==> config.mk <==
export PLATFORM = sky130hd
export DESIGN_NAME = mpls_top
export DESIGN_NICKNAME = d
export VERILOG_FILES = /design/src/mpls_pkg.sv /design/src/mpls_sync.sv /design/src/mpls_flags.sv /design/src/mpls_top.sv
export SDC_FILE = /design/constraint.sdc
export NUM_CORES = 1
export LEC_CHECK = 0
export ABC_AREA = 1
export BUFFER_PORTS_ARGS = -buffer_cell sky130_fd_sc_hd__buf_4
export CELL_PAD_IN_SITES_DETAIL_PLACEMENT = 0
export CELL_PAD_IN_SITES_GLOBAL_PLACEMENT = 1
export CORE_MARGIN = 1.5
export CORE_UTILIZATION = 28
export CTS_CLUSTER_SIZE = 40
export DETAILED_ROUTE_END_ITERATION = 10
export PLACE_DENSITY_LB_ADDON = 0.1
export RECOVER_POWER = 25
export SYNTH_ARGS = -nofsm -noshare
export SYNTH_HDL_FRONTEND = slang
export SYNTH_SLANG_ARGS = --single-unit
==> constraint.sdc <==
create_clock -name sys_clk_in -period 1.8 [get_ports sys_clk_in]
set_clock_uncertainty 0.05 [all_clocks]
set_input_delay 0.09 -clock sys_clk_in [delete_from_list [all_inputs] [get_ports sys_clk_in]]
set_output_delay 0.09 -clock sys_clk_in [all_outputs]
set_load 0.05 [all_outputs]
==> src/mpls_pkg.sv <==
package mpls_pkg;

    // Register byte offsets
    localparam logic [12:0] TX_POLL_OFS = 13'h1004;
    localparam logic [12:0] RX_POLL_OFS = 13'h1008;
    localparam logic [12:0] RX_BASE_OFS = 13'h100c;
    localparam logic [12:0] TX_BASE_OFS = 13'h1010;
    localparam logic [12:0] STATUS_OFS = 13'h1014;
    localparam logic [12:0] IRQ_EN_OFS = 13'h101c;

    localparam logic [31:0] REG_RESET = 32'h0000_0000;
    localparam logic [16:0] IRQ_EN_RESET = 17'h0_0000;

    // Sticky flag positions
    localparam int FLG_TX_DONE = 0;
    localparam int FLG_TX_STOPPED = 1;
    localparam int FLG_TX_NO_DESC = 2;
    localparam int FLG_JABBER = 3;
    localparam int FLG_OVERFLOW = 4;
    localparam int FLG_UNDERFLOW = 5;
    localparam int FLG_RX_DONE = 6;
    localparam int FLG_RX_NO_DESC = 7;
    localparam int FLG_RX_STOPPED = 8;
    localparam int FLG_WATCHDOG = 9;
    localparam int FLG_EARLY_TX = 10;
    localparam int FLG_FATAL_BUS = 13;
    localparam int FLG_EARLY_RX = 14;
    localparam int FLG_ABNORMAL = 15;
    localparam int FLG_NORMAL = 16;
    localparam int FLAG_W = 17;

    localparam logic [16:0] NORMAL_MASK = 17'h0_4045;
    localparam logic [16:0] ABNORMAL_MASK = 17'h0_27ba;
    localparam logic [16:0] W1C_MASK = 17'h1_e7ff;

    // Status level fields
    localparam int ST_IDLE_BIT = 30;
    localparam int ST_TS_BIT = 29;
    localparam int ST_PM_BIT = 28;
    localparam int ST_MMC_BIT = 27;
    localparam int ST_EB_LSB = 23;
    localparam int ST_TXS_LSB = 20;
    localparam int ST_RXS_LSB = 17;

    // Process state codes
    localparam logic [2:0] TXS_STOPPED = 3'h0;
    localparam logic [2:0] TXS_FETCH = 3'h1;
    localparam logic [2:0] TXS_READ = 3'h3;
    localparam logic [2:0] TXS_SUSPENDED = 3'h6;
    localparam logic [2:0] RXS_STOPPED = 3'h0;
    localparam logic [2:0] RXS_FETCH = 3'h1;
    localparam logic [2:0] RXS_WAIT = 3'h3;
    localparam logic [2:0] RXS_SUSPENDED = 3'h4;

    typedef enum logic [3:0] {
        TX_STOP = 4'b0001,
        TX_FETCH = 4'b0010,
        TX_RUN = 4'b0100,
        TX_SUSP = 4'b1000
    } mpls_tx_e;

    typedef enum logic [3:0] {
        RX_STOP = 4'b0001,
        RX_FETCH = 4'b0010,
        RX_WAIT = 4'b0100,
        RX_SUSP = 4'b1000
    } mpls_rx_e;

    typedef struct packed {
        mpls_tx_e tx_st;
        mpls_rx_e rx_st;
        logic tx_poll;
        logic rx_poll;
        logic [29:0] tx_base;
        logic [29:0] rx_base;
        logic [31:0] tx_ptr;
        logic [31:0] rx_ptr;
        logic [16:0] irq_en;
        logic [2:0] bus_err_kind;
        logic waitreq;
        logic [31:0] rdata;
        logic tx_fetch;
        logic rx_fetch;
        logic main_irq;
        logic idle_irq;
        logic wake_irq;
    } mpls_state_s;

endpackage

==> src/mpls_sync.sv <==
`timescale 1ns/1ps
`default_nettype none
module mpls_sync #(
    parameter int W = 1
) (
    // Clock and reset
    input wire logic sys_clk_in,
    input wire logic rst_in,
    // Data
    input wire logic [W-1:0] async_in,
    output logic [W-1:0] sync_out
);
    typedef struct packed {
        logic [W-1:0] meta;
        logic [W-1:0] stable;
    } mpls_sync_s;

    mpls_sync_s q;
    mpls_sync_s d;

    // First stage feeds only the second stage
    always_comb begin
        d.meta = async_in;
        d.stable = q.meta;
    end

    always_ff @(posedge sys_clk_in) begin
        if (rst_in) begin
            q <= '0;
        end else begin
            q <= d;
        end
    end

    assign sync_out = q.stable;
endmodule
`default_nettype wire

==> src/mpls_flags.sv <==
`timescale 1ns/1ps
`default_nettype none
module mpls_flags #(
    parameter int W = 17
) (
    // Clock and reset
    input wire logic sys_clk_in,
    input wire logic rst_in,
    // Hardware set and software clear
    input wire logic [W-1:0] set_in,
    input wire logic [W-1:0] clr_in,
    output logic [W-1:0] flags_out
);
    typedef struct packed {
        logic [W-1:0] flags;
    } mpls_flags_s;

    mpls_flags_s q;
    mpls_flags_s d;

    // A set in the clearing cycle wins so no event is lost
    always_comb begin
        d.flags = (q.flags & ~clr_in) | set_in;
    end

    always_ff @(posedge sys_clk_in) begin
        if (rst_in) begin
            q <= '0;
        end else begin
            q <= d;
        end
    end

    assign flags_out = q.flags;
endmodule
`default_nettype wire

==> src/mpls_top.sv <==
`timescale 1ns/1ps
`default_nettype none
// Notes on behaviour
// - Tx poll write refetches; host-owned sets bit2
// - Tx suspends on underflow/no descriptor; poll clears
// - Rx poll write refetches; host-owned sets bit7
// - Rx suspends only for missing descriptor
// - Rx base bits 31:2; bits 1:0 read zero
// - List addresses forced word aligned
// - Status read harmless; write one clears
// - Each event flag bit, bit10 included, maskable by enable register; summary bits 16:15 are not
// - Bit30 mirrors idle event, drives idle irq
// - Bit29 mirrors timestamp event, drives main irq
// - Bit28 mirrors wake event, drives two irqs
// - Wake event synchronised before use
// - Bit27 mirrors counter event, drives main irq
// - Bus error kind valid with fatal flag
// - Tx process state coded in bits 22:20
// - Normal summary: OR of enabled normal flags
// - Abnormal summary: OR of enabled error flags
module mpls_top (
    // Clock and reset
    input wire logic sys_clk_in,
    input wire logic rst_in,
    // Avalon-MM slave
    input wire logic [12:0] avs_address_in,
    input wire logic avs_read_in,
    input wire logic avs_write_in,
    input wire logic [31:0] avs_writedata_in,
    input wire logic [3:0] avs_byteenable_in,
    output logic [31:0] avs_readdata_out,
    output logic avs_waitrequest_out,
    // Transmit engine
    input wire logic tx_run_in,
    input wire logic tx_desc_ready_in,
    input wire logic tx_desc_owned_in,
    input wire logic [31:0] tx_next_ptr_in,
    input wire logic tx_frame_done_in,
    input wire logic tx_underflow_in,
    input wire logic tx_jabber_in,
    input wire logic tx_early_in,
    output logic tx_fetch_out,
    output logic [31:0] tx_desc_addr_out,
    // Receive engine
    input wire logic rx_run_in,
    input wire logic rx_desc_ready_in,
    input wire logic rx_desc_owned_in,
    input wire logic [31:0] rx_next_ptr_in,
    input wire logic rx_frame_done_in,
    input wire logic rx_frame_seen_in,
    input wire logic rx_overflow_in,
    input wire logic rx_watchdog_in,
    input wire logic rx_early_in,
    output logic rx_fetch_out,
    output logic [31:0] rx_desc_addr_out,
    // Bus error report
    input wire logic bus_error_in,
    input wire logic [2:0] bus_error_kind_in,
    // Event sources
    input wire logic idle_event_in,
    input wire logic ts_event_in,
    input wire logic counter_event_in,
    input wire logic power_mgmt_event_in,
    // Interrupt outputs
    output logic main_irq_out,
    output logic idle_irq_out,
    output logic wake_irq_out
);
    mpls_pkg::mpls_state_s q;
    mpls_pkg::mpls_state_s d;
    logic [16:0] flag_set;
    logic [16:0] flag_clr;
    logic [16:0] flags;
    logic pm_sync;
    logic acc;
    logic take;
    logic [12:0] word_addr;
    logic [31:0] wmask;
    logic [31:0] status_word;
    logic [31:0] base_new;

    // Wake source comes from the receive clock domain
    mpls_sync #(
        .W(1)
    ) u_pm_sync (
        .sys_clk_in(sys_clk_in),
        .rst_in(rst_in),
        .async_in(power_mgmt_event_in),
        .sync_out(pm_sync)
    );

    mpls_flags #(
        .W(mpls_pkg::FLAG_W)
    ) u_flags (
        .sys_clk_in(sys_clk_in),
        .rst_in(rst_in),
        .set_in(flag_set),
        .clr_in(flag_clr),
        .flags_out(flags)
    );

    function automatic logic [2:0] tx_code(input mpls_pkg::mpls_tx_e st);
        case (st)
            mpls_pkg::TX_FETCH: tx_code = mpls_pkg::TXS_FETCH;
            mpls_pkg::TX_RUN: tx_code = mpls_pkg::TXS_READ;
            mpls_pkg::TX_SUSP: tx_code = mpls_pkg::TXS_SUSPENDED;
            default: tx_code = mpls_pkg::TXS_STOPPED;
        endcase
    endfunction

    function automatic logic [2:0] rx_code(input mpls_pkg::mpls_rx_e st);
        case (st)
            mpls_pkg::RX_FETCH: rx_code = mpls_pkg::RXS_FETCH;
            mpls_pkg::RX_WAIT: rx_code = mpls_pkg::RXS_WAIT;
            mpls_pkg::RX_SUSP: rx_code = mpls_pkg::RXS_SUSPENDED;
            default: rx_code = mpls_pkg::RXS_STOPPED;
        endcase
    endfunction

    always_comb begin
        status_word = mpls_pkg::REG_RESET;
        status_word[16:0] = flags;
        status_word[mpls_pkg::ST_IDLE_BIT] = idle_event_in;
        status_word[mpls_pkg::ST_TS_BIT] = ts_event_in;
        status_word[mpls_pkg::ST_PM_BIT] = pm_sync;
        status_word[mpls_pkg::ST_MMC_BIT] = counter_event_in;
        // Kind valid only while the fatal flag stands
        status_word[mpls_pkg::ST_EB_LSB +: 3] = q.bus_err_kind;
        status_word[mpls_pkg::ST_TXS_LSB +: 3] = tx_code(q.tx_st);
        status_word[mpls_pkg::ST_RXS_LSB +: 3] = rx_code(q.rx_st);
    end

    always_comb begin
        d = q;
        flag_set = '0;
        flag_clr = '0;
        acc = avs_read_in | avs_write_in;
        take = acc && !q.waitreq;
        word_addr = {avs_address_in[12:2], 2'b00};
        wmask = {{8{avs_byteenable_in[3]}}, {8{avs_byteenable_in[2]}},
            {8{avs_byteenable_in[1]}}, {8{avs_byteenable_in[0]}}};
        base_new = avs_writedata_in & wmask;

        // One wait cycle; answer stands one cycle
        d.waitreq = 1'b1;
        if (acc && q.waitreq) begin
            d.waitreq = 1'b0;
            case (word_addr)
                mpls_pkg::RX_BASE_OFS: d.rdata = {q.rx_base, 2'b00};
                mpls_pkg::TX_BASE_OFS: d.rdata = {q.tx_base, 2'b00};
                mpls_pkg::STATUS_OFS: d.rdata = status_word;
                mpls_pkg::IRQ_EN_OFS: d.rdata = {15'h0000, q.irq_en};
                default: d.rdata = mpls_pkg::REG_RESET;
            endcase
        end

        case (q.tx_st)
            mpls_pkg::TX_STOP: begin
                if (tx_run_in) begin
                    d.tx_ptr = {q.tx_base, 2'b00};
                    d.tx_st = mpls_pkg::TX_FETCH;
                end
            end
            mpls_pkg::TX_FETCH: begin
                d.tx_poll = 1'b0;
                if (tx_desc_ready_in) begin
                    if (tx_desc_owned_in) begin
                        d.tx_st = mpls_pkg::TX_RUN;
                    end else begin
                        d.tx_st = mpls_pkg::TX_SUSP;
                        flag_set[mpls_pkg::FLG_TX_NO_DESC] = 1'b1;
                    end
                end
            end
            mpls_pkg::TX_RUN: begin
                if (tx_underflow_in) begin
                    d.tx_st = mpls_pkg::TX_SUSP;
                    flag_set[mpls_pkg::FLG_UNDERFLOW] = 1'b1;
                end else if (tx_frame_done_in) begin
                    flag_set[mpls_pkg::FLG_TX_DONE] = 1'b1;
                    d.tx_ptr = {tx_next_ptr_in[31:2], 2'b00};
                    d.tx_st = mpls_pkg::TX_FETCH;
                end
            end
            mpls_pkg::TX_SUSP: begin
                if (q.tx_poll) begin
                    d.tx_st = mpls_pkg::TX_FETCH;
                end
            end
            default: d.tx_st = mpls_pkg::TX_STOP;
        endcase
        if (!tx_run_in && q.tx_st != mpls_pkg::TX_STOP) begin
            d.tx_st = mpls_pkg::TX_STOP;
            flag_set[mpls_pkg::FLG_TX_STOPPED] = 1'b1;
        end

        // Receive process; only a missing descriptor suspends it
        case (q.rx_st)
            mpls_pkg::RX_STOP: begin
                if (rx_run_in) begin
                    d.rx_ptr = {q.rx_base, 2'b00};
                    d.rx_st = mpls_pkg::RX_FETCH;
                end
            end
            mpls_pkg::RX_FETCH: begin
                d.rx_poll = 1'b0;
                if (rx_desc_ready_in) begin
                    if (rx_desc_owned_in) begin
                        d.rx_st = mpls_pkg::RX_WAIT;
                    end else begin
                        d.rx_st = mpls_pkg::RX_SUSP;
                        flag_set[mpls_pkg::FLG_RX_NO_DESC] = 1'b1;
                    end
                end
            end
            mpls_pkg::RX_WAIT: begin
                if (rx_frame_done_in) begin
                    flag_set[mpls_pkg::FLG_RX_DONE] = 1'b1;
                    flag_clr[mpls_pkg::FLG_EARLY_RX] = 1'b1;
                    d.rx_ptr = {rx_next_ptr_in[31:2], 2'b00};
                    d.rx_st = mpls_pkg::RX_FETCH;
                end
            end
            mpls_pkg::RX_SUSP: begin
                // A new frame also resumes without a poll
                if (q.rx_poll || rx_frame_seen_in) begin
                    d.rx_st = mpls_pkg::RX_FETCH;
                end
            end
            default: d.rx_st = mpls_pkg::RX_STOP;
        endcase
        if (!rx_run_in && q.rx_st != mpls_pkg::RX_STOP) begin
            d.rx_st = mpls_pkg::RX_STOP;
            flag_set[mpls_pkg::FLG_RX_STOPPED] = 1'b1;
        end

        flag_set[mpls_pkg::FLG_JABBER] = tx_jabber_in;
        flag_set[mpls_pkg::FLG_OVERFLOW] = rx_overflow_in;
        flag_set[mpls_pkg::FLG_WATCHDOG] = rx_watchdog_in;
        flag_set[mpls_pkg::FLG_EARLY_TX] = tx_early_in;
        flag_set[mpls_pkg::FLG_EARLY_RX] = rx_early_in;
        flag_set[mpls_pkg::FLG_FATAL_BUS] = bus_error_in;
        if (bus_error_in) begin
            d.bus_err_kind = bus_error_kind_in;
        end
        flag_set[mpls_pkg::FLG_NORMAL] =
            |(flags & mpls_pkg::NORMAL_MASK & q.irq_en);
        flag_set[mpls_pkg::FLG_ABNORMAL] =
            |(flags & mpls_pkg::ABNORMAL_MASK & q.irq_en);

        // Register writes; poll set after the fetch clear so it wins
        if (take && avs_write_in) begin
            case (word_addr)
                mpls_pkg::TX_POLL_OFS: d.tx_poll = 1'b1;
                mpls_pkg::RX_POLL_OFS: d.rx_poll = 1'b1;
                mpls_pkg::RX_BASE_OFS: begin
                    base_new = ({q.rx_base, 2'b00} & ~wmask) | base_new;
                    d.rx_base = base_new[31:2];
                end
                mpls_pkg::TX_BASE_OFS: begin
                    base_new = ({q.tx_base, 2'b00} & ~wmask) | base_new;
                    d.tx_base = base_new[31:2];
                end
                mpls_pkg::STATUS_OFS: begin
                    // Upper bits are read only
                    flag_clr = flag_clr | (avs_writedata_in[16:0]
                        & wmask[16:0] & mpls_pkg::W1C_MASK);
                end
                mpls_pkg::IRQ_EN_OFS: begin
                    d.irq_en = (q.irq_en & ~wmask[16:0])
                        | (avs_writedata_in[16:0] & wmask[16:0]);
                end
                default: d.irq_en = q.irq_en;
            endcase
        end

        // Fatal bus error stops descriptor fetches
        d.tx_fetch = (d.tx_st == mpls_pkg::TX_FETCH)
            && !flags[mpls_pkg::FLG_FATAL_BUS];
        d.rx_fetch = (d.rx_st == mpls_pkg::RX_FETCH)
            && !flags[mpls_pkg::FLG_FATAL_BUS];

        d.idle_irq = idle_event_in;
        d.wake_irq = pm_sync;
        d.main_irq = flags[mpls_pkg::FLG_NORMAL]
            | flags[mpls_pkg::FLG_ABNORMAL] | ts_event_in | pm_sync
            | counter_event_in;
    end

    always_ff @(posedge sys_clk_in) begin
        if (rst_in) begin
            q.tx_st <= mpls_pkg::TX_STOP;
            q.rx_st <= mpls_pkg::RX_STOP;
            q.tx_poll <= 1'b0;
            q.rx_poll <= 1'b0;
            q.tx_base <= mpls_pkg::REG_RESET[31:2];
            q.rx_base <= mpls_pkg::REG_RESET[31:2];
            q.tx_ptr <= mpls_pkg::REG_RESET;
            q.rx_ptr <= mpls_pkg::REG_RESET;
            q.irq_en <= mpls_pkg::IRQ_EN_RESET;
            q.bus_err_kind <= 3'h0;
            q.waitreq <= 1'b1;
            q.rdata <= mpls_pkg::REG_RESET;
            q.tx_fetch <= 1'b0;
            q.rx_fetch <= 1'b0;
            q.main_irq <= 1'b0;
            q.idle_irq <= 1'b0;
            q.wake_irq <= 1'b0;
        end else begin
            q <= d;
        end
    end

    assign avs_readdata_out = q.rdata;
    assign avs_waitrequest_out = q.waitreq;
    assign tx_fetch_out = q.tx_fetch;
    assign tx_desc_addr_out = q.tx_ptr;
    assign rx_fetch_out = q.rx_fetch;
    assign rx_desc_addr_out = q.rx_ptr;
    assign main_irq_out = q.main_irq;
    assign idle_irq_out = q.idle_irq;
    assign wake_irq_out = q.wake_irq;
endmodule
`default_nettype wire

# Word level (Yosys, flattened, before mapping)
# Index checks and enable logic that the tools add are counted.
[totals] reg_bits=211 input_bits=140 out_inout_bits=102
[op_classes] eq_ne=23 muxes=50 bitwise_logic=21 n_reduce_logical=21
[ops] cell="32-bit 2-to-1 mux" n=5
[ops] cell="32-bit case mux with 2 select lines" n=2
[ops] cell="32-bit case mux with 4 select lines" n=1
[ops] cell="32-bit AND" n=3
[ops] cell="11-bit == test, second input constant" n=6
[ops] cell="32-bit OR" n=2
[ops] cell="62-bit 2-to-1 mux" n=1
[ops] cell="30-bit 2-to-1 mux" n=2
[ops] cell="4-bit 2-to-1 mux" n=13
[ops] cell="17-bit AND" n=3
[ops] cell="17-bit 2-to-1 mux" n=2
[ops] cell="17-bit inverter" n=2
[ops] cell="17-bit OR" n=2
[ops] cell="17-bit OR reduction" n=2
[ops] cell="33-bit 2-to-1 mux" n=1
[ops] cell="32-bit inverter" n=1
[ops] cell="4-bit case mux with 4 select lines" n=2
[ops] cell="1-bit 2-to-1 mux" n=19
[ops] cell="3-bit case mux with 3 select lines" n=2
[ops] cell="14-bit by 17-bit AND with 17-bit output" n=1
[ops] cell="15-bit by 17-bit AND with 17-bit output" n=1
[ops] cell="15-bit by 17-bit OR with 17-bit output" n=1
[ops] cell="4-bit by 2-bit == test with 1-bit output, second input constant" n=4
[ops] cell="2-bit != test, second input constant" n=5
[ops] cell="12 further kinds" n=32

# Depth between registers and ports, before layout
[logic_depth] depth_word=8 ltp_mapped=11

# Cells and area by module
# A second synthesis with hierarchy kept.
[hier_totals] hier_cells=1455 hier_area_um2=10121.0
[modules_own_cells] module="mpls_top" instances=1 cells_per_inst=1362 area_each_um2=9372.7 seq_area_each_um2=3763.6
[modules_own_cells] module="mpls_flags" instances=1 cells_per_inst=87 area_each_um2=693.2 seq_area_each_um2=340.3
[modules_own_cells] module="mpls_sync" instances=1 cells_per_inst=6 area_each_um2=55.1 seq_area_each_um2=40.0

# Worst setup path after synthesis
# OpenSTA, ideal clock, no wires.
[synth_path] path_kind="flip-flop to flip-flop" start="reg q, in the netlist avs_waitrequest_out" end="reg with a tool-made name" setup_ns=0.070 t_arrival_ns=1.608 setup_slack_ns=0.072 path_stages_with_launch=10 n_path_buf=1 synth_period_minus_slack_ns=1.728 path_cell_list="dfxtp_1 -> inv_2 -> nand2_4 -> inv_2 -> nand2_1 -> inv_1 -> nand2_1 -> buf_2 -> o21ai_0 -> a21oi_1"
[synth_rtl] element="from (decl)" line="mpls_top.sv:69" text="mpls_pkg::mpls_state_s q;"

==> results.cfg <==
[finish]
fin_nets = 1820
antenna_cells = 0
stdcell_area_um2 = 13900
final_util = 0.400
synthToLayoutAreaGrowth_pct = 40.7
drive_gt1_frac = 0.220
n_fill_cell = 3703

[sta]
grt_setup_unrepaired = true
finalMaxSlewViolations = 0
worst_pin_slew_ns = 0.742
period_share = 0.962
hold_violations = 0
post-route-min-period_ns = 1.73
finalSetupViolations = 0
max-slew-margin-rel = 0.505
fmax_mhz = 577

[cts]
cts.sinks = 205
cts_tree = done
numCtsBuffers = 27
cts_root_buf = clkbuf_16
cts_max_level = 1
cts.path.max_buffers = 3
clock_latency_ns = 0.54
clkTransAtPathRegs_ns = 0.06

[setup_path]
worstSetupStartpointType = input port
endpoint_kind = flop
cp.arrival_ns = 2.11
critPathMaxFanout = 4
critical_path_class = in -> reg
reg2reg_depth = 8
critPathRequiredTime_ns = 2.18

[logic_synthesis]
syn_area_per_cell_um2 = 7.03
synth_top_area_share = 0.416
synth-seq-area-share = 0.416
ys_seq_elements = 205
synth_ff_type = dfxtp_1
synthCells = 1401
synth_most_common_cell = nand2_1
synthesis.area_um2 = 9850
synth_top_area_cell = dfxtp_1
yosysWarnings = 0
yosys-top-cells-area = dfxtp_1 (42%), nand2_1 (11%), o21ai_0 (8.7%)
synthArstFlopShare = 0
synth_edf_count = 0
synthTopCellsByCount = nand2_1 (282), dfxtp_1 (205), o21ai_0 (171)
synth.distinct_cells = 35

[global_route]
grt-ovfl-total = 0
grt_pass1_wl_um = 55500
grt_max_degree = 62
track_usage = 0.200
grt_pass1_vias = 9438
antenna_found_initial = 1

[floorplan]
die-area_um2 = 36300
rows = 68
fp.dieW_um = 191
io_pins = 242
fp.dieH_um = 191
core_area_um2 = 34600
start_util = 0.285

[hold_path]
whs_path_depth = 6
min_path_type = in -> reg

[pwr]
power_mw = 11.6
power_density_nw_per_um2 = 839
p_int_mw = 8.44
power_switching_mw = 3.20
irDropWorstVdd_uv = 633
power.leakage_nw = 5.80
seqPwrFrac = 0.410
p_comb_frac = 0.147
power_switching_share = 0.275
clockPowerShare = 0.444

[route]
routedWlPerCell_um = 17.2
antenna_left = 0
num_vias = 9812
drt_drc_violations_left = 0
viasPerCell = 4.55
wirelength_um = 37000
dr.pass1.iters = 5
drt_iter0_markers = 529

[placement]
io_buffer_count = 231
place_hpwl_um = 27200
post_dp_cell_area_um2 = 11600
gp_congestion = 0.835

[status]
status = complete, no violations

[flow_run]
max-cap-violations = 0
==> logic make-up after synthesis <==
group | synth area share
flip-flops | 0.416
buffers and inverters | 0.165
other | 0.000381
AND/OR/NAND/NOR | 0.239
AO/OA/AOI/OAI | 0.180
==> power groups by stage <==
stage                     Clock, mW  Sequential, mW  Combinational, mW
after detailed placement          0            4.86               1.48
after CTS                      5.31            4.77               1.71
after floorplan                   0            4.86              0.973
after global routing           5.53            4.78               1.83
after global placement            0            4.86               1.48
final                          5.16            4.77               1.71
==> layout by cell type (no fill, tap or decap), types with 3 or more instances in the layout <==
cell type	synthesis	layout
nand2_1	282	281
buf_4	100	276
dfxtp_1	205	205
o21ai_0	171	171
dlygate4sd3_1	0	131
a21oi_1	127	127
nand3_1	125	124
inv_1	125	120
nor2_1	100	99
a31oi_1	31	31
clkbuf_16	0	27
buf_12	0	13
inv_2	8	11
nand2_2	8	9
clkbuf_1	35	9
o21ai_1	8	8
nor3_1	7	7
clkbuf_8	0	7
clkinv_2	0	5
nor2_4	4	4
conb_1	1	4
nor2_2	2	3
clkinvlp_4	0	3
nor3_2	3	3
==> cell type report <==
class                      count  area [um2]  area share
multi-input combinational    890        4170       0.300
sequential                   205        4100       0.296
timing repair buffer         422        3670       0.264
clock buffer                  43         806      0.0581
tap                          455         569      0.0411
inverter                     134         512      0.0369
clock inverter                 7        45.0     0.00325
==> critical path: stages <==
cell           delay, ns
dlygate4sd3_1       0.53
buf_4               0.14
clkinvlp_4          0.10
nor2_1              0.10
dlygate4sd3_1       0.56
nor2_1              0.05
dlygate4sd3_1       0.55
==> per-stage QoR <==
stage	TNS (ns)	hold WS, ns	std cells	setup WS, ns
4_1_cts	0	0.0224	2150	0.0100
3_5_place_dp	-0.0754	0.252	1969	-0.0313
2_1_floorplan	0	0.147	1404	0.0723
5_1_grt	-0.0849	0.0441	2156	-0.0538
6_report	0	0.0323	2156	0.0676
3_3_place_gp	-0.0576	0.245	1969	-0.0576
==> timing repair <==
action,in CTS,in global routing
gates resized for setup,0,12
setup endpoints to repair,0,87
buffers inserted,0,6
hold endpoints to repair,170,0
hold buffers,131,0
==> path summary, 6_finish.rpt <==
kind	to	slack [ns]	from
max	q[39]	0.07	bus_error_in
min	flop	0.03	avs_byteenable_in[2]
max reg2reg	q[187]	0.09	q[186]
min reg2reg	u_pm_sync.sync_out	0.35	u_pm_sync.d[0]
==> per-layer routing <==
| layer | global-route usage | vias to the layer above | wire length [um] |
|---|---|---|---|
| met4 | 0.0518 | 2 | 840 |
| met2 | 0.354 | 231 | 18400 |
| met3 | 0.0272 | 46 | 1610 |
| met5 | 0 | - | 11 |
| met1 | 0.253 | 4502 | 16200 |
| li1 | - | 5031 | - |
Power figures use the tool's default switching activity.
